==> src/core/irmod_pkg.sv <==
// Constants shared by the infrared remote-control unit.
package irmod_pkg;
    // ------------------------------------------------------------------
    // Bus geometry
    // ------------------------------------------------------------------
    localparam int ADDR_W = 17;
    localparam int IDX_W = 15;
    localparam logic [1:0] RESP_OKAY = 2'h0;
    localparam logic [1:0] RESP_SLVERR = 2'h2;
    // ------------------------------------------------------------------
    // Register indices, byte address is four times the index
    // ------------------------------------------------------------------
    localparam logic [IDX_W-1:0] IDX_CFG = 15'h5340;
    localparam logic [IDX_W-1:0] IDX_PSC = 15'h5341;
    localparam logic [IDX_W-1:0] IDX_CARH = 15'h5342;
    localparam logic [IDX_W-1:0] IDX_CARL = 15'h5343;
    localparam logic [IDX_W-1:0] IDX_DATA = 15'h5344;
    localparam logic [IDX_W-1:0] IDX_LCNT = 15'h5345;
    localparam logic [IDX_W-1:0] IDX_MASK = 15'h5346;
    localparam logic [IDX_W-1:0] IDX_FLAG = 15'h5347;
    // ------------------------------------------------------------------
    // Field layout
    // ------------------------------------------------------------------
    localparam int CFG_EN_BIT = 0;
    localparam int CFG_RX_BIT = 1;
    localparam int PSC_CG_LSB = 4;
    localparam int PSC_LC_LSB = 0;
    localparam int SEL_W = 4;
    localparam logic [SEL_W-1:0] SEL_RSVD = 4'hF;
    localparam int PERIOD_W = 6;
    localparam int LEN_W = 8;
    localparam int EV_W = 3;
    localparam int EV_FALL = 2;
    localparam int EV_RISE = 1;
    localparam int EV_UNDER = 0;
    localparam int PRE_W = 14;
    // ------------------------------------------------------------------
    // Reset values
    // ------------------------------------------------------------------
    localparam logic [SEL_W-1:0] SEL_RESET = 4'h0;
    localparam logic [PERIOD_W-1:0] PERIOD_RESET = 6'h00;
    localparam logic [LEN_W-1:0] LEN_RESET = 8'h00;
    localparam logic [EV_W-1:0] EV_RESET = 3'h0;
endpackage

==> src/core/irmod_prescale.sv <==
// Power-of-two tick generator for the carrier and length clocks.
`timescale 1ns/1ps
module irmod_prescale (
    // Clock and reset
    input wire logic core_clk,
    input wire logic resetn,
    // Control
    input wire logic run,
    input wire logic [irmod_pkg::SEL_W-1:0] sel,
    // Divided clock as a one-cycle tick
    output logic tick
);
    logic [irmod_pkg::PRE_W-1:0] count;
    logic [irmod_pkg::PRE_W-1:0] next_count;
    logic [irmod_pkg::PRE_W-1:0] mask;
    logic next_tick;

    // The counter is held cleared while idle so each start is phase aligned.
    always_comb begin
        mask = (irmod_pkg::PRE_W'(1) << sel) - irmod_pkg::PRE_W'(1);
        next_count = run ? irmod_pkg::PRE_W'(count + 1'b1) : '0;
        next_tick = run && (sel != irmod_pkg::SEL_RSVD) && ((count & mask) == mask);
    end

    always_ff @(posedge core_clk or negedge resetn) begin
        if (!resetn) begin
            count <= '0;
            tick <= 1'b0;
        end else begin
            count <= next_count;
            tick <= next_tick;
        end
    end
endmodule

==> src/core/irmod_top.sv <==
// Infrared remote-control carrier modulator with AXI4-Lite registers.
//
// Local design decision: the AXI4-Lite interface to the registers.
`timescale 1ns/1ps
module irmod_top (
    // Clock and reset
    input wire logic core_clk,
    input wire logic resetn,
    // AXI4-Lite write channels
    input wire logic [irmod_pkg::ADDR_W-1:0] awaddr,
    input wire logic awvalid,
    output logic awready,
    input wire logic [31:0] wdata,
    input wire logic [3:0] wstrb,
    input wire logic wvalid,
    output logic wready,
    output logic [1:0] bresp,
    output logic bvalid,
    input wire logic bready,
    // AXI4-Lite read channels
    input wire logic [irmod_pkg::ADDR_W-1:0] araddr,
    input wire logic arvalid,
    output logic arready,
    output logic [31:0] rdata,
    output logic [1:0] rresp,
    output logic rvalid,
    input wire logic rready,
    // Infrared pins and interrupt request
    input wire logic irRxPin,
    output logic modOutPin,
    output logic irqReq
);
    // ------------------------------------------------------------------
    // State
    // ------------------------------------------------------------------
    logic awHeld, wHeld, wLane0;
    logic [irmod_pkg::IDX_W-1:0] awIdx;
    logic [7:0] wByte;
    logic next_awHeld, next_wHeld, next_wLane0, next_awready, next_wready;
    logic [irmod_pkg::IDX_W-1:0] next_awIdx;
    logic [7:0] next_wByte;
    logic next_bvalid;
    logic [1:0] next_bresp;
    logic wrFire, wrHit;
    logic [31:0] next_rdata;
    logic [1:0] next_rresp, skResp, next_skResp;
    logic next_rvalid, skValid, next_skValid, next_arready;
    logic [7:0] skData, next_skData, rdByte;
    logic rdHit, arFire;
    logic cfgEn, cfgRx, next_cfgEn, next_cfgRx;
    logic [irmod_pkg::SEL_W-1:0] cgSel, lcSel, next_cgSel, next_lcSel;
    logic [irmod_pkg::PERIOD_W-1:0] highCount, lowCount, carCnt;
    logic [irmod_pkg::PERIOD_W-1:0] next_highCount, next_lowCount, next_carCnt;
    logic carPhase, next_carPhase, dataBit, next_dataBit;
    logic [irmod_pkg::LEN_W-1:0] lenCnt, next_lenCnt;
    logic lenRun, next_lenRun;
    logic [irmod_pkg::EV_W-1:0] mask, flags, next_mask, next_flags, events;
    logic next_modOut, next_irq;
    logic rxMeta, rxSync, rxPrev;
    logic cgTick, lcTick, wrData, wrLcnt, wrFlag, lastTick;

    // ------------------------------------------------------------------
    // Clock dividers
    // ------------------------------------------------------------------
    irmod_prescale carrierDiv (
        .core_clk(core_clk),
        .resetn(resetn),
        .run(cfgEn),
        .sel(cgSel),
        .tick(cgTick)
    );
    irmod_prescale lengthDiv (
        .core_clk(core_clk),
        .resetn(resetn),
        .run(cfgEn),
        .sel(lcSel),
        .tick(lcTick)
    );

    // ------------------------------------------------------------------
    // Write channel: address and data accepted in either order
    // ------------------------------------------------------------------
    always_comb begin
        next_awHeld = awHeld;
        next_wHeld = wHeld;
        next_awIdx = awIdx;
        next_wByte = wByte;
        next_wLane0 = wLane0;
        next_bvalid = bvalid;
        next_bresp = bresp;
        wrFire = awHeld && wHeld && !bvalid;
        case (awIdx)
            irmod_pkg::IDX_CFG, irmod_pkg::IDX_PSC, irmod_pkg::IDX_CARH,
            irmod_pkg::IDX_CARL, irmod_pkg::IDX_DATA, irmod_pkg::IDX_LCNT,
            irmod_pkg::IDX_MASK, irmod_pkg::IDX_FLAG: wrHit = 1'b1;
            default: wrHit = 1'b0;
        endcase
        if (awvalid && awready) begin
            next_awHeld = 1'b1;
            next_awIdx = awaddr[irmod_pkg::ADDR_W-1:2];
        end
        if (wvalid && wready) begin
            next_wHeld = 1'b1;
            next_wByte = wdata[7:0];
            next_wLane0 = wstrb[0];
        end
        if (bvalid && bready) begin
            next_bvalid = 1'b0;
        end
        if (wrFire) begin
            next_awHeld = 1'b0;
            next_wHeld = 1'b0;
            next_bvalid = 1'b1;
            next_bresp = wrHit ? irmod_pkg::RESP_OKAY : irmod_pkg::RESP_SLVERR;
        end
        next_awready = !next_awHeld;
        next_wready = !next_wHeld;
    end

    always_ff @(posedge core_clk or negedge resetn) begin
        if (!resetn) begin
            awHeld <= 1'b0;
            wHeld <= 1'b0;
            awIdx <= '0;
            wByte <= 8'h00;
            wLane0 <= 1'b0;
            awready <= 1'b0;
            wready <= 1'b0;
            bvalid <= 1'b0;
            bresp <= irmod_pkg::RESP_OKAY;
        end else begin
            awHeld <= next_awHeld;
            wHeld <= next_wHeld;
            awIdx <= next_awIdx;
            wByte <= next_wByte;
            wLane0 <= next_wLane0;
            awready <= next_awready;
            wready <= next_wready;
            bvalid <= next_bvalid;
            bresp <= next_bresp;
        end
    end

    // ------------------------------------------------------------------
    // Read channel with a one-entry buffer before rdata
    // ------------------------------------------------------------------
    always_comb begin
        arFire = arvalid && arready;
        rdHit = 1'b1;
        rdByte = 8'h00;
        case (araddr[irmod_pkg::ADDR_W-1:2])
            irmod_pkg::IDX_CFG: rdByte = {6'h00, cfgRx, cfgEn};
            irmod_pkg::IDX_PSC: rdByte = {cgSel, lcSel};
            irmod_pkg::IDX_CARH: rdByte = {2'h0, highCount};
            irmod_pkg::IDX_CARL: rdByte = {2'h0, lowCount};
            irmod_pkg::IDX_DATA: rdByte = {7'h00, dataBit};
            irmod_pkg::IDX_LCNT: rdByte = lenCnt;
            irmod_pkg::IDX_MASK: rdByte = {5'h00, mask};
            irmod_pkg::IDX_FLAG: rdByte = {5'h00, flags};
            default: rdHit = 1'b0;
        endcase
        next_rdata = rdata;
        next_rresp = rresp;
        next_rvalid = rvalid;
        next_skValid = skValid;
        next_skData = skData;
        next_skResp = skResp;
        if (rvalid && rready) begin
            if (skValid) begin
                next_rdata = {24'h000000, skData};
                next_rresp = skResp;
                next_skValid = 1'b0;
            end else begin
                next_rvalid = 1'b0;
            end
        end
        if (arFire) begin
            if (!next_rvalid) begin
                next_rdata = {24'h000000, rdByte};
                next_rresp = rdHit ? irmod_pkg::RESP_OKAY : irmod_pkg::RESP_SLVERR;
                next_rvalid = 1'b1;
            end else begin
                next_skData = rdByte;
                next_skResp = rdHit ? irmod_pkg::RESP_OKAY : irmod_pkg::RESP_SLVERR;
                next_skValid = 1'b1;
            end
        end
        // A stalled reader fills the spare entry, then address accept stops.
        next_arready = !next_skValid;
    end

    always_ff @(posedge core_clk or negedge resetn) begin
        if (!resetn) begin
            rdata <= 32'h00000000;
            rresp <= irmod_pkg::RESP_OKAY;
            rvalid <= 1'b0;
            skValid <= 1'b0;
            skData <= 8'h00;
            skResp <= irmod_pkg::RESP_OKAY;
            arready <= 1'b0;
        end else begin
            rdata <= next_rdata;
            rresp <= next_rresp;
            rvalid <= next_rvalid;
            skValid <= next_skValid;
            skData <= next_skData;
            skResp <= next_skResp;
            arready <= next_arready;
        end
    end

    // ------------------------------------------------------------------
    // Carrier, length counter, receive edges and flags
    // ------------------------------------------------------------------
    always_comb begin
        wrData = wrFire && wLane0 && (awIdx == irmod_pkg::IDX_DATA);
        wrLcnt = wrFire && wLane0 && (awIdx == irmod_pkg::IDX_LCNT);
        wrFlag = wrFire && wLane0 && (awIdx == irmod_pkg::IDX_FLAG);
        lastTick = lcTick && lenRun && (lenCnt == 8'h01);
        next_cfgEn = cfgEn;
        next_cfgRx = cfgRx;
        next_cgSel = cgSel;
        next_lcSel = lcSel;
        next_highCount = highCount;
        next_lowCount = lowCount;
        next_mask = mask;
        if (wrFire && wLane0) begin
            case (awIdx)
                irmod_pkg::IDX_CFG: begin
                    next_cfgEn = wByte[irmod_pkg::CFG_EN_BIT];
                    next_cfgRx = wByte[irmod_pkg::CFG_RX_BIT];
                end
                irmod_pkg::IDX_PSC: begin
                    next_cgSel = wByte[irmod_pkg::PSC_CG_LSB +: irmod_pkg::SEL_W];
                    next_lcSel = wByte[irmod_pkg::PSC_LC_LSB +: irmod_pkg::SEL_W];
                end
                irmod_pkg::IDX_CARH: next_highCount = wByte[5:0];
                irmod_pkg::IDX_CARL: next_lowCount = wByte[5:0];
                irmod_pkg::IDX_MASK: next_mask = wByte[2:0];
                default: next_mask = mask;
            endcase
        end
        next_carPhase = carPhase;
        next_carCnt = carCnt;
        if (!cfgEn) begin
            next_carPhase = 1'b1;
            next_carCnt = highCount;
        end else if (cgTick) begin
            if (carCnt == 6'h00) begin
                next_carPhase = !carPhase;
                next_carCnt = carPhase ? lowCount : highCount;
            end else begin
                next_carCnt = carCnt - 6'h01;
            end
        end
        next_dataBit = wrData ? wByte[0] : dataBit;
        if (cfgEn && cfgRx) begin
            next_dataBit = rxSync;
        end
        next_lenCnt = lenCnt;
        next_lenRun = lenRun;
        if (lcTick && lenRun) begin
            next_lenCnt = lenCnt - 8'h01;
            next_lenRun = !lastTick;
        end
        if (wrLcnt) begin
            next_lenCnt = wByte;
            next_lenRun = (wByte != 8'h00);
        end
        events[irmod_pkg::EV_FALL] = cfgEn && cfgRx && !rxSync && rxPrev;
        events[irmod_pkg::EV_RISE] = cfgEn && cfgRx && rxSync && !rxPrev;
        events[irmod_pkg::EV_UNDER] = lastTick;
        // An unmasked cause in the same cycle as its clear keeps the flag set.
        next_flags = (flags & ~(wrFlag ? wByte[2:0] : 3'h0)) | (events & mask);
        next_irq = |next_flags;
        next_modOut = cfgEn && !cfgRx && dataBit && carPhase;
    end

    always_ff @(posedge core_clk or negedge resetn) begin
        if (!resetn) begin
            cfgEn <= 1'b0;
            cfgRx <= 1'b0;
            cgSel <= irmod_pkg::SEL_RESET;
            lcSel <= irmod_pkg::SEL_RESET;
            highCount <= irmod_pkg::PERIOD_RESET;
            lowCount <= irmod_pkg::PERIOD_RESET;
            carCnt <= irmod_pkg::PERIOD_RESET;
            carPhase <= 1'b1;
            dataBit <= 1'b0;
            lenCnt <= irmod_pkg::LEN_RESET;
            lenRun <= 1'b0;
            mask <= irmod_pkg::EV_RESET;
            flags <= irmod_pkg::EV_RESET;
            irqReq <= 1'b0;
            modOutPin <= 1'b0;
            rxMeta <= 1'b0;
            rxSync <= 1'b0;
            rxPrev <= 1'b0;
        end else begin
            cfgEn <= next_cfgEn;
            cfgRx <= next_cfgRx;
            cgSel <= next_cgSel;
            lcSel <= next_lcSel;
            highCount <= next_highCount;
            lowCount <= next_lowCount;
            carCnt <= next_carCnt;
            carPhase <= next_carPhase;
            dataBit <= next_dataBit;
            lenCnt <= next_lenCnt;
            lenRun <= next_lenRun;
            mask <= next_mask;
            flags <= next_flags;
            irqReq <= next_irq;
            modOutPin <= next_modOut;
            rxMeta <= irRxPin;
            rxSync <= rxMeta;
            rxPrev <= rxSync;
        end
    end
endmodule

==> config.mk <==
export PLATFORM = sky130hd
export DESIGN_NAME = irmod_top
export DESIGN_NICKNAME = d
export VERILOG_FILES = /design/src/core/irmod_pkg.sv /design/src/core/irmod_prescale.sv /design/src/core/irmod_top.sv
export SDC_FILE = /design/constraint.sdc
export NUM_CORES = 1
export LEC_CHECK = 0
export BUFFER_PORTS_ARGS = -buffer_cell sky130_fd_sc_hd__buf_2
export CAP_MARGIN = 10
export CORE_ASPECT_RATIO = 0.8
export CORE_MARGIN = 10
export CORE_UTILIZATION = 30
export CTS_CLUSTER_DIAMETER = 150
export CTS_CLUSTER_SIZE = 20
export DETAILED_ROUTE_END_ITERATION = 6
export RECOVER_POWER = 25
export REMOVE_ABC_BUFFERS = 1
export SLEW_MARGIN = 20
export SYNTH_ARGS = -nofsm -noshare
export SYNTH_HDL_FRONTEND = slang
export SYNTH_SLANG_ARGS = --single-unit
==> constraint.sdc <==
create_clock -name core_clk -period 3.3 [get_ports core_clk]
set_clock_uncertainty 0.15 [all_clocks]
set_input_delay 0.33 -clock core_clk [delete_from_list [all_inputs] [get_ports core_clk]]
set_output_delay 0.33 -clock core_clk [all_outputs]
set_load 0.02 [all_outputs]
# == Yosys cells after proc, flatten, opt, wreduce, memory -nomap -nowiden ==
# Cells that the tools add are included.
# word_totals
rom_bits,0
latch_bits,0
out_inout_bits,43
ramBits,0
in_bits,78
regBits,158
memories,0
# op_classes
div,0
n_bitwise,6
n_shift,2
n_lt_le_gt_ge,0
mux,41
add_sub_neg,6
reduce_logical,49
n_mul,0
eq_ne,23
# ops
cell,count
15-bit == test (second input constant),16
32-bit two-way mux,4
8-bit one-hot mux with 8 select lines,1
14-bit by 1-bit adder with 14-bit output (second input constant),2
14-bit bitwise AND,2
14-bit == test,2
14-bit two-way mux,2
1-bit by 4-bit << shifter with 14-bit output (first input constant),2
14-bit by 2-bit subtractor with 14-bit output (second input constant),2
1-bit logical AND,25
6-bit two-way mux,4
1-bit two-way mux,21
8-bit two-way mux,2
8-bit OR reduction,2
2-bit AND reduction,7
2-bit two-way mux,6
1-bit zero test,9
8-bit by 1-bit == test with 1-bit output (second input constant),1
4-bit != test (second input constant),2
8-bit nonzero test,1
8-bit by 1-bit subtractor with 8-bit output (second input constant),1
3-bit bitwise AND,2
6-bit zero test,1
2-bit nonzero test,3
6 further kinds,7

# == Depth between registers and ports, before layout ==
# logic_depth
ltp_word,9
mapped_depth,10
depth_no_buf,8

# == Modules after synthesis ==
# From an unflattened synthesis, not the netlist that was laid out.
# hier_totals
cells_unflattened,711
hier_area_um2,7647.3
# by_module_without_submodules
module,cells_per_inst,instances,seq_area_each_um2,area_per_inst_um2
irmod_top,479,1,3154.3,5615.4
irmod_prescale,116,2,375.4,1016.0

# == Worst setup path before layout ==
# Ideal clock, no wire load.
# synth_timing
path_type,flip-flop to flip-flop
startpoint,register awIdx[3] (netlist bit)
endpoint,register cgSel[0] (netlist bit)
path_slack_ps,825
stages_incl_launch_ff,6
t_arrival_ps,2200
required_ps,3025
setup_ps,125
period_less_slack_ps,2475
cell_sequence,dfrtp_1 > or4b_4 > nor4_4 > nand2b_2 > nor3b_4 > mux2_2
# synth_between
elab_chain_cells,2
# synth_rtl
item,line,text
from (decl),irmod_top.sv:37,logic [irmod_pkg::IDX_W-1:0] awIdx;
from (signal assigned),irmod_top.sv:134,awIdx <= next_awIdx;
15-bit == test,irmod_top.sv:228,case (awIdx)
2-bit AND reduction (no source line),-,
to (signal assigned),irmod_top.sv:283,cgSel <= irmod_pkg::SEL_RESET;
to (signal assigned),irmod_top.sv:302,cgSel <= next_cgSel;
to (decl),irmod_top.sv:51,"logic [irmod_pkg::SEL_W-1:0] cgSel, lcSel, next_cgSel, next_lcSel;"
# Every way passes these cells.
# A chain may end at the register's enable or synchronous reset.

# == Final worst setup path ==
# layout_timing
startpoint,register awIdx[3] (netlist bit)
endpoint,register highCount[5] (netlist bit)
# layout_between
elab_chain_cells,2
# layout_rtl
item,line,text
15-bit == test,irmod_top.sv:228,
2-bit AND reduction (no source line),-,
to (signal assigned),irmod_top.sv:285,highCount <= irmod_pkg::PERIOD_RESET;
to (signal assigned),irmod_top.sv:304,highCount <= next_highCount;
to (decl),irmod_top.sv:52,"logic [irmod_pkg::PERIOD_W-1:0] highCount, lowCount, carCnt;"
# Every way passes these cells.

==> impl_metrics.json <==
{
  "muxShareOfSynthArea": 0.1232,
  "maxSlewHeadroom": -0.3275,
  "cts.sinks": 156,
  "cp.arrival_ns": 2.95,
  "cp_cell_sequence": "or4b_4, nor4_4, nand2b_2, nor3b_2, mux2_2",
  "crit_path_top_delay_cell": "or4b_4",
  "clock_latency_ns": 0.42,
  "fp-row-count": 51,
  "final-max-slew-violation-count": 80,
  "clkTransAtPathRegs_ns": 0.07,
  "cts_buffer_depth": 2,
  "avgRoutedWirePerCell_um": 15.49,
  "synth_top_family_by_area": "simple AND/OR/NAND/NOR gates",
  "wirelength_mm": 17.73,
  "status": "finished with violations",
  "path_class": "register to register",
  "fp.dieArea_um2": 32050,
  "hp-class": "input pin to register",
  "cp.required_ns": 3.45,
  "cp_max_fo": 7,
  "track_usage": 0.1135,
  "synthTopCellsByArea": "dfrtp_1 51%, mux2_2 9.5%, and2_1 3.6%, mux2i_1 2.5%, nor2_1 2.4%",
  "yosys.area_share.simple": 0.1806,
  "synthXorXnorAreaFrac": 0.03352,
  "synth-compound-area-share": 0.1039,
  "finalCritPeriodShare": 0.8474,
  "antenna_found_initial": 0,
  "cp-start-kind": "register",
  "fillCellCount": 2453,
  "cts_made_buffers": 17,
  "cts_resized": 0,
  "cts-root-buf": "clkbuf_16",
  "ys_types": 66,
  "leakage_nw": 4.215,
  "yosysTopAreaCell": "dfrtp_1",
  "powerDensity_nw_per_um2": 553.8,
  "hold_ws_ns": 0.01185,
  "fin_nets": 900,
  "ir_drop_mv": 0.3773,
  "htree_num_levels": 4,
  "hold_violations": 0,
  "p_total_mw": 5.080,
  "die_h_um": 162.1,
  "ys_warn_count": 0,
  "drt_iter0_markers": 364,
  "syn_to_final_growth_pct": 21.07,
  "initial_core_util": 0.3076,
  "diodes": 0,
  "dr.pass1.iters": 5,
  "synth_seq_cells": 156,
  "max-cap-violations": 1,
  "grt_max_degree": 80,
  "synth-seq-area-share": 0.5154,
  "first_global_vias": 5666,
  "finalSetupTns_ns": 0,
  "tritoncts": "yes",
  "fin_cells": 1145,
  "syn_area_um2": 7577,
  "drive_above_1_share": 0.2430,
  "max_slew.worst_pin.slew_ns": 1.991,
  "io_pins": 121,
  "grt_pass1_wl_mm": 29.88,
  "synth_async_sr_flop_share": 1.000,
  "drc": 0,
  "critPathCaptureType": "register",
  "critPathMaxStageDelay_ns": 0.56,
  "gp_congestion": 0.8140,
  "syn_avg_cell_area_um2": 10.70,
  "synth_edf_count": 0,
  "violations": "max-capacitance violations, max-slew violations",
  "hpwlAfterDp_mm": 12.53,
  "die_w_um": 197.7,
  "dp.cells": 1086,
  "max_freq_mhz": 357.6,
  "final_antenna_net_count": 0,
  "portBuffers": 88,
  "synthFlopType": "dfrtp_1",
  "core_area_um2": 24630,
  "vias_per_cell": 4.834,
  "post_dp_cell_area_um2": 8351,
  "design_area_um2": 9174,
  "fin_crit_ns": 2.796,
  "overflow": 0,
  "grt_setup_unrepaired": "false",
  "setup_viol": 0,
  "yosys.area_share.adder": 0.01321,
  "synthCells": 708,
  "vias": 5535,
  "yosys.area.top_type_share": 0.5119
}
==> critical path: cells and delay by family, from the launching register on <==
kind	cells	cell delay, ns
AND/OR/NAND/NOR	4	1.74
flip-flops	1	0.38
multiplexers	1	0.40
==> power by group <==
| part | leakage (nW) | switching (mW) | internal, mW |
|---|---|---|---|
| logic | 1.87 | 0.421 | 0.365 |
| registers | 2.08 | 0.246 | 2.15 |
| clock network | 0.265 | 0.842 | 1.05 |
==> registers in the layout, summed over array words and instances, names as in the netlist, 2 cells and up <==
register,cells
wByte,8
rresp,2
lowCount,6
cgSel,4
carCnt,6
awIdx,15
flags,3
carrierDiv.count,14
rdata,32
mask,3
lcSel,4
skData,8
highCount,6
lengthDiv.count,14
lenCnt,8
==> per-stage QoR <==
step / util / setup slack, ns
5_1_grt: 0.3724 / 0.3706
2_1_floorplan: - / 0.8251
3_3_place_gp: 0.3390 / 0.5589
6_report: 0.3724 / 0.5036
3_5_place_dp: 0.3390 / 0.4890
4_1_cts: 0.3725 / 0.4960
==> cells by family (layout without fill, tap and decap cells) <==
logic type / count (synthesis) / after routing
other: 1 / 1
muxes: 84 / 84
buffers and inverters: 59 / 178
and+or+nand+nor: 249 / 249
AOI/OAI and AO/OA: 122 / 122
adders and majority gates: 8 / 8
DFF: 156 / 156
xor gates and xnor gates: 29 / 29
==> Yosys cell counts (3+ instances only) <==
cell / n
and3_1: 6
dfrtp_1: 155
o21ai_0: 34
and2_1: 44
clkbuf_1: 34
o32ai_1: 3
nand2_1: 48
mux2_2: 64
nor2b_1: 9
nand4_1: 12
o21a_1: 3
or2_2: 3
or3_1: 10
inv_1: 21
a22o_1: 3
nand4b_1: 5
xnor2_1: 19
a21o_1: 4
buf_1: 3
a21boi_0: 9
ha_1: 8
nand3b_1: 5
nor4_1: 4
a31oi_1: 4
nand3_1: 21
xor2_1: 10
nor3_1: 14
a21oi_1: 33
nand2b_1: 3
mux2i_1: 19
o221ai_1: 4
nor2_1: 49
==> timing repair <==
action,CTS,global route
endpoints found under the hold margin,100,1
setup buffers,0,0
hold buffers,26,1
==> per-layer routing <==
metal | routed length (um) | vias up | track usage
met5 | 0 | - | 0
met4 | 111 | 0 | 0.02546
met3 | 796 | 11 | 0.03160
met2 | 8214 | 103 | 0.1775
met1 | 8608 | 2694 | 0.1522
li1 | - | 2727 | -
==> final timing paths <==
path / slack [ns] / cells past startpoint / to / start
worst max-delay path: 0.50 / 5 / highCount[5] / awIdx[3]
worst min-delay path: 0.01 / 2 / wByte[6] / wdata[6]
worst max register to register: 0.50 / 5 / highCount[5] / awIdx[3]
worst min register to register: 0.21 / 0 / rxSync / rxMeta
max in group asynchronous: 0.87 / 3 / carPhase / resetn
min in group asynchronous: 0.81 / 2 / awIdx[12] / resetn
==> layout by cell type, fill, tap and decap left out, types with 5 or more instances in the layout <==
cell             n
mux2_2          64
a21boi_0         9
inv_1           21
nor3_1          14
nor2_1          49
clkbuf_16       17
and2_1          44
xnor2_1         19
buf_2           83
and3_1           6
dlygate4sd3_1   27
clkbuf_1         5
o21ai_0         34
xor2_1          10
or3_1           10
ha_1             8
nor2b_1          9
nand2_1         48
a21oi_1         33
mux2i_1         19
nand3b_1         5
nand3_1         21
nand4_1         12
nand4b_1         5
dfrtp_1        155
buf_4           10
inv_6            7
==> layout make-up <==
cell class	instances	area (um2)	share of cell area
multi-input cells	493	3447	0.3758
inverters	21	78.83	0.008592
flip-flops and latches	156	3905	0.4257
clock inverters	14	135.1	0.01473
repair buffers	125	780.7	0.08511
well taps	318	397.9	0.04337
clock buffers	18	429.2	0.04678
Power figures use the tool's default switching activity.
